## config.mk

```make
export PLATFORM = sky130hd
export DESIGN_NAME = pcc_config_regs
export DESIGN_NICKNAME = d
export VERILOG_FILES = /design/src/hw/pcc_pkg.sv /design/src/hw/pcc_reset_sync.sv /design/src/hw/pcc_flag_bank.sv /design/src/hw/pcc_config_regs.sv
export SDC_FILE = /design/constraint.sdc
export NUM_CORES = 1
export LEC_CHECK = 0
export ABC_AREA = 0
export BUFFER_PORTS_ARGS = -buffer_cell sky130_fd_sc_hd__buf_2
export CORE_UTILIZATION = 40
export DETAILED_ROUTE_END_ITERATION = 16
export PLACE_DENSITY = 0.91
export SLEW_MARGIN = 10
export SYNTH_ARGS = -nofsm -noshare
export SYNTH_HDL_FRONTEND = slang
export SYNTH_SLANG_ARGS = --single-unit
```

## constraint.sdc

```tcl
create_clock -name clk -period 1.4 [get_ports clk]
set_clock_uncertainty 0.1 [all_clocks]
set_input_delay 0.28 -clock clk [delete_from_list [all_inputs] [get_ports clk]]
set_output_delay 0.28 -clock clk [all_outputs]
set_load 0.01 [all_outputs]
```

## src/hw/pcc_pkg.sv

```systemverilog
// pcc_pkg: constants and carrier types for the configuration command,
// status and class block.
// assumes: config accesses arrive as one-cycle requests on the PCI clock.
package pcc_pkg;

	// --------------------------------------------------------------
	// offsets (byte addresses in configuration space)
	// --------------------------------------------------------------
	localparam logic [7:0]  CMD_OFFSET      = 8'h04;
	localparam logic [7:0]  STAT_OFFSET     = 8'h06;
	localparam logic [7:0]  CLASS_OFFSET    = 8'h08;

	// --------------------------------------------------------------
	// command field positions and values after reset
	// --------------------------------------------------------------
	localparam int          CMD_MEMORY_BIT  = 1;
	localparam int          CMD_MASTER_BIT  = 2;
	localparam int          CMD_MWI_BIT     = 4;
	localparam int          CMD_PERR_BIT    = 6;
	localparam int          CMD_SERR_BIT    = 8;
	localparam logic [15:0] CMD_RESET       = 16'h0000;

	// --------------------------------------------------------------
	// status field positions and values after reset
	// --------------------------------------------------------------
	localparam int          STAT_PARITY_BIT = 15;
	localparam int          STAT_SYSERR_BIT = 14;
	localparam int          STAT_INITIATOR_ABORT_FLAG_BIT = 13;
	localparam int          STAT_TASEEN_BIT = 12;
	localparam int          STAT_TASENT_BIT = 11;
	localparam int          STAT_DPAR_BIT   = 8;
	localparam logic [15:0] STAT_RESET      = 16'h0210;

	// --------------------------------------------------------------
	// class word fields
	// --------------------------------------------------------------
	localparam logic [7:0]  BASE_CATEGORY     = 8'h0C;
	localparam logic [7:0]  SUB_CATEGORY      = 8'h00;
	localparam logic [7:0]  PROGRAMMING_MODEL = 8'h10;

	// --------------------------------------------------------------
	// master write command codes
	// --------------------------------------------------------------
	localparam logic [3:0]  CMD_CODE_MWI    = 4'hF;
	localparam logic [3:0]  CMD_CODE_MEMWR  = 4'h7;

	// --------------------------------------------------------------
	// carrier types
	// --------------------------------------------------------------
	typedef struct packed {
		logic        valid;
		logic        write;
		logic [7:0]  addr;
		logic [3:0]  byteEn;
		logic [31:0] wrData;
	} pcc_cfg_req_type;

	typedef struct packed {
		logic        done;
		logic [31:0] rdData;
	} pcc_cfg_rsp_type;

	typedef struct packed {
		logic dataParityErr;
		logic addrParityErr;
		logic masterPerrSeen;
		logic masterAbort;
		logic targetAbortSeen;
		logic targetAbortSent;
	} pcc_events_type;

	typedef struct packed {
		logic parity_fault_flag;
		logic system_fault_flag;
		logic initiator_abort_flag;
		logic target_abort_seen_flag;
		logic target_abort_sent_flag;
		logic data_parity_reported;
	} pcc_flags_type;

	typedef struct packed {
		logic serrOut;
		logic serrOeN;
		logic perrOut;
		logic perrOeN;
	} pcc_pins_type;

	typedef struct packed {
		logic       bus_initiator_on;
		logic       memory_target_on;
		logic [3:0] writeCommand;
		logic       ioClaimAllowed;
		logic       specialCycleAllowed;
	} pcc_ctrl_type;

	typedef struct packed {
		logic stage1;
		logic stage2;
	} pcc_rsync_type;

endpackage

```

## src/hw/pcc_reset_sync.sv

```systemverilog
// pcc_reset_sync: releases the asynchronous reset through two flops.
// assumes: arst_n may drop at any time; release is made synchronous.
`timescale 1ns/100ps
module pcc_reset_sync (
	input  wire logic clk,
	input  wire logic arst_n,
	output logic      rstSync_n
);
	pcc_pkg::pcc_rsync_type st_q;
	pcc_pkg::pcc_rsync_type st_d;

	// first stage feeds only the second stage
	always_comb begin
		st_d.stage1 = 1'b1;
		st_d.stage2 = st_q.stage1;
	end

	always_ff @(posedge clk or negedge arst_n) begin
		if (!arst_n) begin
			st_q <= '0;
		end else begin
			st_q <= st_d;
		end
	end

	assign rstSync_n = st_q.stage2;
endmodule

```

## src/hw/pcc_flag_bank.sv

```systemverilog
// pcc_flag_bank: sticky error flags, set by hardware, cleared by a one.
// assumes: set and clear arrive as one-cycle masks on the same clock.
`timescale 1ns/100ps
module pcc_flag_bank (
	input  wire logic                  clk,
	input  wire logic                  rst_n,
	input  wire pcc_pkg::pcc_flags_type setMask,
	input  wire pcc_pkg::pcc_flags_type clrMask,
	output pcc_pkg::pcc_flags_type     flags
);
	localparam int N = $bits(pcc_pkg::pcc_flags_type);

	pcc_pkg::pcc_flags_type st_q;
	pcc_pkg::pcc_flags_type st_d;
	logic [N-1:0]           nextVec;

	// set beats clear so a recurring event is never lost
	for (genvar i = 0; i < N; i++) begin : g_flag
		assign nextVec[i] = setMask[i] | (st_q[i] & ~clrMask[i]);
	end

	always_comb begin
		st_d = pcc_pkg::pcc_flags_type'(nextVec);
	end

	always_ff @(posedge clk or negedge rst_n) begin
		if (!rst_n) begin
			st_q <= '0;
		end else begin
			st_q <= st_d;
		end
	end

	assign flags = st_q;
endmodule

```

## src/hw/pcc_config_regs.sv

```systemverilog
// pcc_config_regs: command, status and class words of the configuration
// header, with the controls and error pins they steer.
// assumes: a target decoder presents config cycles as one-cycle requests;
// events are one-cycle pulses from the bus engine on the same clock.
//
// Summary of operation
// - command bits 15:10 read zero, writes ignored
// - no fast back-to-back; command bit 9 reads zero
// - bit 8 enables the system error driver for address parity errors
// - no stepping; command bit 7 hardwired zero
// - parity error pin driven only while bit 6 is set
// - no palette snooping; command bit 5 reads zero
// - bit 4 picks write-and-invalidate, else plain memory write
// - special cycles ignored; command bit 3 reads zero
// - master cycles only while bit 2 is set
// - memory cycles answered only while bit 1 is set
// - no I/O space; bit 0 reads zero, I/O cycles never claimed
// - status at 06h resets to 0210h; error flags set by hardware
// - writing one clears a status flag, zero leaves it
// - class bits 31:24 read 0Ch
// - class bits 23:16 read 00h
// - class bits 15:8 read 10h
// - class bits 7:0 give the read-only silicon stepping
`timescale 1ns/100ps
module pcc_config_regs #(
	// arbitrary value; set per stepping at tape-out
	parameter logic [7:0] SILICON_STEPPING = 8'h01
) (
	input  wire logic                    clk,
	input  wire logic                    arst_n,
	input  wire pcc_pkg::pcc_cfg_req_type cfgReq,
	output pcc_pkg::pcc_cfg_rsp_type     cfgRsp,
	input  wire pcc_pkg::pcc_events_type busEvents,
	output pcc_pkg::pcc_ctrl_type        busCtrl,
	output pcc_pkg::pcc_pins_type        errPins
);

	// ----------------------------------------------------------------
	// state
	// ----------------------------------------------------------------
	typedef struct packed {
		logic                     system_error_drive_on;
		logic                     parity_response_on;
		logic                     write_invalidate_on;
		logic                     bus_initiator_on;
		logic                     memory_target_on;
		pcc_pkg::pcc_cfg_rsp_type rsp;
		pcc_pkg::pcc_ctrl_type    ctrl;
		pcc_pkg::pcc_pins_type    pins;
	} pcc_main_state_type;

	pcc_main_state_type     st_q;
	pcc_main_state_type     st_d;
	logic                   rst_n;
	pcc_pkg::pcc_flags_type flags;
	pcc_pkg::pcc_flags_type flagSet;
	pcc_pkg::pcc_flags_type flagClr;
	logic [15:0]            cmdWord;
	logic [15:0]            statWord;
	logic [31:0]            classWord;

	// ----------------------------------------------------------------
	// helpers
	// ----------------------------------------------------------------
	// dword match; the low two address bits only pick byte lanes
	function automatic logic hitDword(input logic [7:0] addr, input logic [7:0] offs);
		hitDword = (addr[7:2] == offs[7:2]);
	endfunction

	// ----------------------------------------------------------------
	// reset release and flag storage
	// ----------------------------------------------------------------
	pcc_reset_sync u_rsync (
		.clk       (clk),
		.arst_n    (arst_n),
		.rstSync_n (rst_n)
	);

	pcc_flag_bank u_flags (
		.clk     (clk),
		.rst_n   (rst_n),
		.setMask (flagSet),
		.clrMask (flagClr),
		.flags   (flags)
	);

	// ----------------------------------------------------------------
	// read views
	// ----------------------------------------------------------------
	always_comb begin
		cmdWord                 = pcc_pkg::CMD_RESET;
		cmdWord[pcc_pkg::CMD_SERR_BIT]   = st_q.system_error_drive_on;
		cmdWord[pcc_pkg::CMD_PERR_BIT]   = st_q.parity_response_on;
		cmdWord[pcc_pkg::CMD_MWI_BIT]    = st_q.write_invalidate_on;
		cmdWord[pcc_pkg::CMD_MASTER_BIT] = st_q.bus_initiator_on;
		cmdWord[pcc_pkg::CMD_MEMORY_BIT] = st_q.memory_target_on;
	end

	// fixed speed and capability bits come from the reset image
	always_comb begin
		statWord = pcc_pkg::STAT_RESET;
		statWord[pcc_pkg::STAT_PARITY_BIT] = flags.parity_fault_flag;
		statWord[pcc_pkg::STAT_SYSERR_BIT] = flags.system_fault_flag;
		statWord[pcc_pkg::STAT_INITIATOR_ABORT_FLAG_BIT] = flags.initiator_abort_flag;
		statWord[pcc_pkg::STAT_TASEEN_BIT] = flags.target_abort_seen_flag;
		statWord[pcc_pkg::STAT_TASENT_BIT] = flags.target_abort_sent_flag;
		statWord[pcc_pkg::STAT_DPAR_BIT]   = flags.data_parity_reported;
	end

	always_comb begin
		classWord[31:24] = pcc_pkg::BASE_CATEGORY;
		classWord[23:16] = pcc_pkg::SUB_CATEGORY;
		classWord[15:8]  = pcc_pkg::PROGRAMMING_MODEL;
		classWord[7:0]   = SILICON_STEPPING;
	end

	// ----------------------------------------------------------------
	// flag clearing and setting
	// ----------------------------------------------------------------
	always_comb begin
		flagClr = '0;
		if (cfgReq.valid && cfgReq.write && hitDword(cfgReq.addr, pcc_pkg::STAT_OFFSET)) begin
			if (cfgReq.byteEn[3]) begin
				flagClr.parity_fault_flag      = cfgReq.wrData[16 + pcc_pkg::STAT_PARITY_BIT];
				flagClr.system_fault_flag      = cfgReq.wrData[16 + pcc_pkg::STAT_SYSERR_BIT];
				flagClr.initiator_abort_flag   = cfgReq.wrData[16 + pcc_pkg::STAT_INITIATOR_ABORT_FLAG_BIT];
				flagClr.target_abort_seen_flag = cfgReq.wrData[16 + pcc_pkg::STAT_TASEEN_BIT];
				flagClr.target_abort_sent_flag = cfgReq.wrData[16 + pcc_pkg::STAT_TASENT_BIT];
				flagClr.data_parity_reported   = cfgReq.wrData[16 + pcc_pkg::STAT_DPAR_BIT];
			end
		end
	end

	// parity faults are logged whatever the enables; reporting is gated
	always_comb begin
		flagSet = '0;
		flagSet.parity_fault_flag      = busEvents.dataParityErr | busEvents.addrParityErr;
		flagSet.system_fault_flag      = busEvents.addrParityErr &
		                                 st_q.system_error_drive_on;
		flagSet.initiator_abort_flag   = busEvents.masterAbort;
		flagSet.target_abort_seen_flag = busEvents.targetAbortSeen;
		flagSet.target_abort_sent_flag = busEvents.targetAbortSent;
		flagSet.data_parity_reported   = busEvents.masterPerrSeen &
		                                 st_q.parity_response_on;
	end

	// ----------------------------------------------------------------
	// next state
	// ----------------------------------------------------------------
	always_comb begin
		st_d = st_q;
		st_d.rsp.done = 1'b0;

		// every access completes; read-only lanes just drop the data
		if (cfgReq.valid) begin
			st_d.rsp.done   = 1'b1;
			st_d.rsp.rdData = '0;
			if (cfgReq.write) begin
				if (hitDword(cfgReq.addr, pcc_pkg::CMD_OFFSET)) begin
					if (cfgReq.byteEn[1]) begin
						st_d.system_error_drive_on = cfgReq.wrData[pcc_pkg::CMD_SERR_BIT];
					end
					if (cfgReq.byteEn[0]) begin
						st_d.parity_response_on  = cfgReq.wrData[pcc_pkg::CMD_PERR_BIT];
						st_d.write_invalidate_on = cfgReq.wrData[pcc_pkg::CMD_MWI_BIT];
						st_d.bus_initiator_on    = cfgReq.wrData[pcc_pkg::CMD_MASTER_BIT];
						st_d.memory_target_on    = cfgReq.wrData[pcc_pkg::CMD_MEMORY_BIT];
					end
				end
			end else begin
				if (hitDword(cfgReq.addr, pcc_pkg::CMD_OFFSET)) begin
					st_d.rsp.rdData = {statWord, cmdWord};
				end else if (hitDword(cfgReq.addr, pcc_pkg::CLASS_OFFSET)) begin
					st_d.rsp.rdData = classWord;
				end
			end
		end

		// controls follow the new command value in the same edge
		st_d.ctrl.bus_initiator_on    = st_d.bus_initiator_on;
		st_d.ctrl.memory_target_on    = st_d.memory_target_on;
		st_d.ctrl.writeCommand        = st_d.write_invalidate_on ?
		                                pcc_pkg::CMD_CODE_MWI : pcc_pkg::CMD_CODE_MEMWR;
		st_d.ctrl.ioClaimAllowed      = 1'b0;
		st_d.ctrl.specialCycleAllowed = 1'b0;

		// open-drain error pins: low enable means this end pulls low
		st_d.pins.serrOut = 1'b0;
		st_d.pins.perrOut = 1'b0;
		st_d.pins.serrOeN = ~(busEvents.addrParityErr & st_q.system_error_drive_on);
		st_d.pins.perrOeN = ~(busEvents.dataParityErr & st_q.parity_response_on);
	end

	// ----------------------------------------------------------------
	// registers
	// ----------------------------------------------------------------
	always_ff @(posedge clk or negedge rst_n) begin
		if (!rst_n) begin
			st_q                          <= '0;
			st_q.ctrl.writeCommand        <= pcc_pkg::CMD_CODE_MEMWR;
			st_q.pins.serrOeN             <= 1'b1;
			st_q.pins.perrOeN             <= 1'b1;
		end else begin
			st_q <= st_d;
		end
	end

	// ----------------------------------------------------------------
	// outputs
	// ----------------------------------------------------------------
	assign cfgRsp  = st_q.rsp;
	assign busCtrl = st_q.ctrl;
	assign errPins = st_q.pins;

endmodule

```

==> flow_metrics.tcl <==
set metrics [dict create \
    root_buffer "clkbuf_4" \
    ys_ff_latch 29 \
    comb_power_share_pct 12.7 \
    grt_max_degree 28 \
    startpoint "cfgReq[40]" \
    cts_htree_levels 2 \
    r2r_start "cmdWord[8]" \
    avgViaCountPerCell 4.498 \
    placed_area_um2 1614 \
    drt.antenna.violating_nets 0 \
    wl_per_cell_um 12.80 \
    routed_wl_mm 2.778 \
    p_sw_w 0.0003958 \
    grt_pass1_vias 982 \
    overflow 0 \
    path_class "in -> reg" \
    syn_inst 108 \
    seq_area_frac_synth_pct 53.44 \
    setup_viol 1 \
    fin_area_um2 1709 \
    finalHoldViolations 0 \
    drt_iter0_drc 35 \
    holdCritStartpoint "busEvents[2]" \
    sw_frac_of_total_pct 25.51 \
    violations "negative setup slack" \
    slew_violations 0 \
    core-area_um2 3153 \
    avgSynthCellArea_um2 12.62 \
    worstSkewPairLatency_ns 0.31 \
    grt_pass1_wl_mm 4.284 \
    crit_fanout 6 \
    drive_gt1_share_pct 53.18 \
    cts_tree "done" \
    maxCapViolations 0 \
    cp.required_ns 1.56 \
    crit_arrival_ns 1.57 \
    fin_crit_ns 1.402 \
    synth_top_cells_by_area "dfrtp_1 (50%), buf_4 (16%), a22o_2 (6.6%), mux2_2 (4.1%), dfstp_2 (3.9%)" \
    p_total_w 0.001552 \
    fin_util_pct 54.21 \
    vias 976 \
    firstDrtPassIters 4 \
    seqPwrFrac_pct 57.7 \
    port_buffers 51 \
    multiInputGateArea_um2 478.0 \
    gp_congestion 0.7960 \
    timing.final.ws_setup_ns -0.002170 \
    n_fill_cell 287 \
    diodes 0 \
    io-pin-count 99 \
    post-route-period-util_pct 100.2 \
    grt_setup_unrepaired "yes" \
    synth_edf_count 0 \
    nets 226 \
    peakVddDrop_mv 0.4590 \
    status "finished, violations left" \
    p_clk_share_pct 29.6 \
    area_growth_syn_to_layout_pct 25.44 \
    synth_area_um2 1363 \
    die_y_um 60.37 \
    cts_sinks 29 \
    synth_area_leader_cell "dfrtp_1" \
    hold_path_class "in -> reg" \
    antenna_found_initial 0 \
    cp-start-kind "input pin" \
    endpoint_kind "flop" \
    ys_types 23 \
    start_util_pct 43.21 \
    seqCellArea_um2 728.2 \
    clock.fmax_mhz 713.2 \
    leakage_nw 0.9203 \
    clk_pin_slew_worst_paths_ns 0.09 \
    grt_usage_pct 17.26 \
    cts-buffers-inserted 5 \
    netlist.area_leader.share_pct 49.59 \
    power.density_nw_per_um2 907.8 \
    num_rows 20 \
    die_area_um2 3644 \
    yosysWarnings 0 \
    ys.flop_type "dfrtp_1" \
    whs_ns 0.04488 \
    fp.dieW_um 60.37 \
    regToRegSetupSlack_ns 0.49 \
    clock_path_buffers 2 \
    intPower_w 0.001156 \
    drc_errors 0 \
    async_flop_share_pct 100.0 \
    dp.final_hpwl_mm 2.138 \
]
## synthesized netlist by cell type (2+ instances only)
cell type,number
conb_1,2
nand3_1,2
clkbuf_1,2
a21o_1,4
nand2_1,2
nor4b_4,2
a22o_2,9
buf_4,29
dfrtp_1,27
mux2_2,5
dfstp_2,2
inv_1,2
a22o_1,4
nand4_1,6
nor2b_1,2
## power groups by stage
stage	logic, W	registers, W	clock network, W
after floorplan	0.000133	0.000919	0
after global placement	0.000177	0.000910	0
after detailed placement	0.000184	0.000911	0
after CTS	0.000193	0.000896	0.000483
after global routing	0.000217	0.000899	0.000518
final	0.000197	0.000896	0.000459
## per-stage QoR
step                worst slack, ns   TNS [ns]  std cells
global placement            -0.3134     -4.245        205
floorplan                   -0.1561     -1.551        130
detailed placement          -0.3167     -4.476        205
finish                    -0.002170  -0.002170        217
CTS                         0.01056          0        216
global route               -0.04349    -0.1461        217
## cell usage in the layout (no fill, tap or decap), types with 2 or more instances in the layout
cell type and count:
a22o_2 9, nor4b_4 2, dlygate4sd3_1 3, a22o_1 4
nand2_1 2, a21o_1 4, dfstp_2 2, conb_1 24
inv_1 2, buf_2 50, clkbuf_4 5, mux2_2 5
dfrtp_1 27, nand4_1 6, buf_4 13, nor2b_1 2
clkinv_2 2
## state kept, by name, summed over array words and instances, names as in the netlist
| register | count |
|---|---|
| u_flags.flags | 6 |
| cmdWord | 2 |
| cfgRsp | 14 |
| errPins | 2 |
| u_rsync.st_d | 1 |
| busCtrl | 3 |
| u_rsync.rstSync_n | 1 |
## logic make-up after synthesis
kind of cell / share of synthesized area [%]
buffers and inverters: 17.91
other: 0.5512
AOI/OAI and AO/OA: 13.04
and+or+nand+nor: 10.93
DFF: 53.44
muxes: 4.132
## final cells by class
cell class / instances / area share (%)
inverter: 2 / 0.4392
tap: 44 / 3.221
clock inverter: 2 / 0.5857
timing repair buffer: 67 / 22.77
clock buffer: 6 / 2.416
multi-input combinational: 67 / 27.96
sequential: 29 / 42.61
## per-layer routing
metal  up-vias  wire length (µm)  global-route usage [%]
met4         0               104                   13.29
li1        462                 -                       -
met5         -                 0                       0
met1       453              1028                   17.40
met2        51              1454                   27.47
met3        10               191                   8.316
## what timing repair did
action,in CTS,in global routing
hold buffers,3,0
resized for setup,0,1
buffers inserted,0,1
endpoints found under the hold margin,4,0
endpoints found under the setup margin,0,9
## final timing paths
path,endpoint,cells past startpoint
min in group asynchronous,cfgRsp[2],1
setup reg to reg,cmdWord[8],1
max in group asynchronous,errPins[2],1
hold / removal,u_flags.flags[3],2
hold reg to reg,cfgRsp[2],1
setup / recovery,cfgRsp[8],5
## critical path: stages
cell and delay, ns:
buf_6 0.09, or4b_4 0.55, nor4b_4 0.31, buf_4 0.19, a22o_1 0.14
Note: power is estimated with default switching activity, not from simulation.
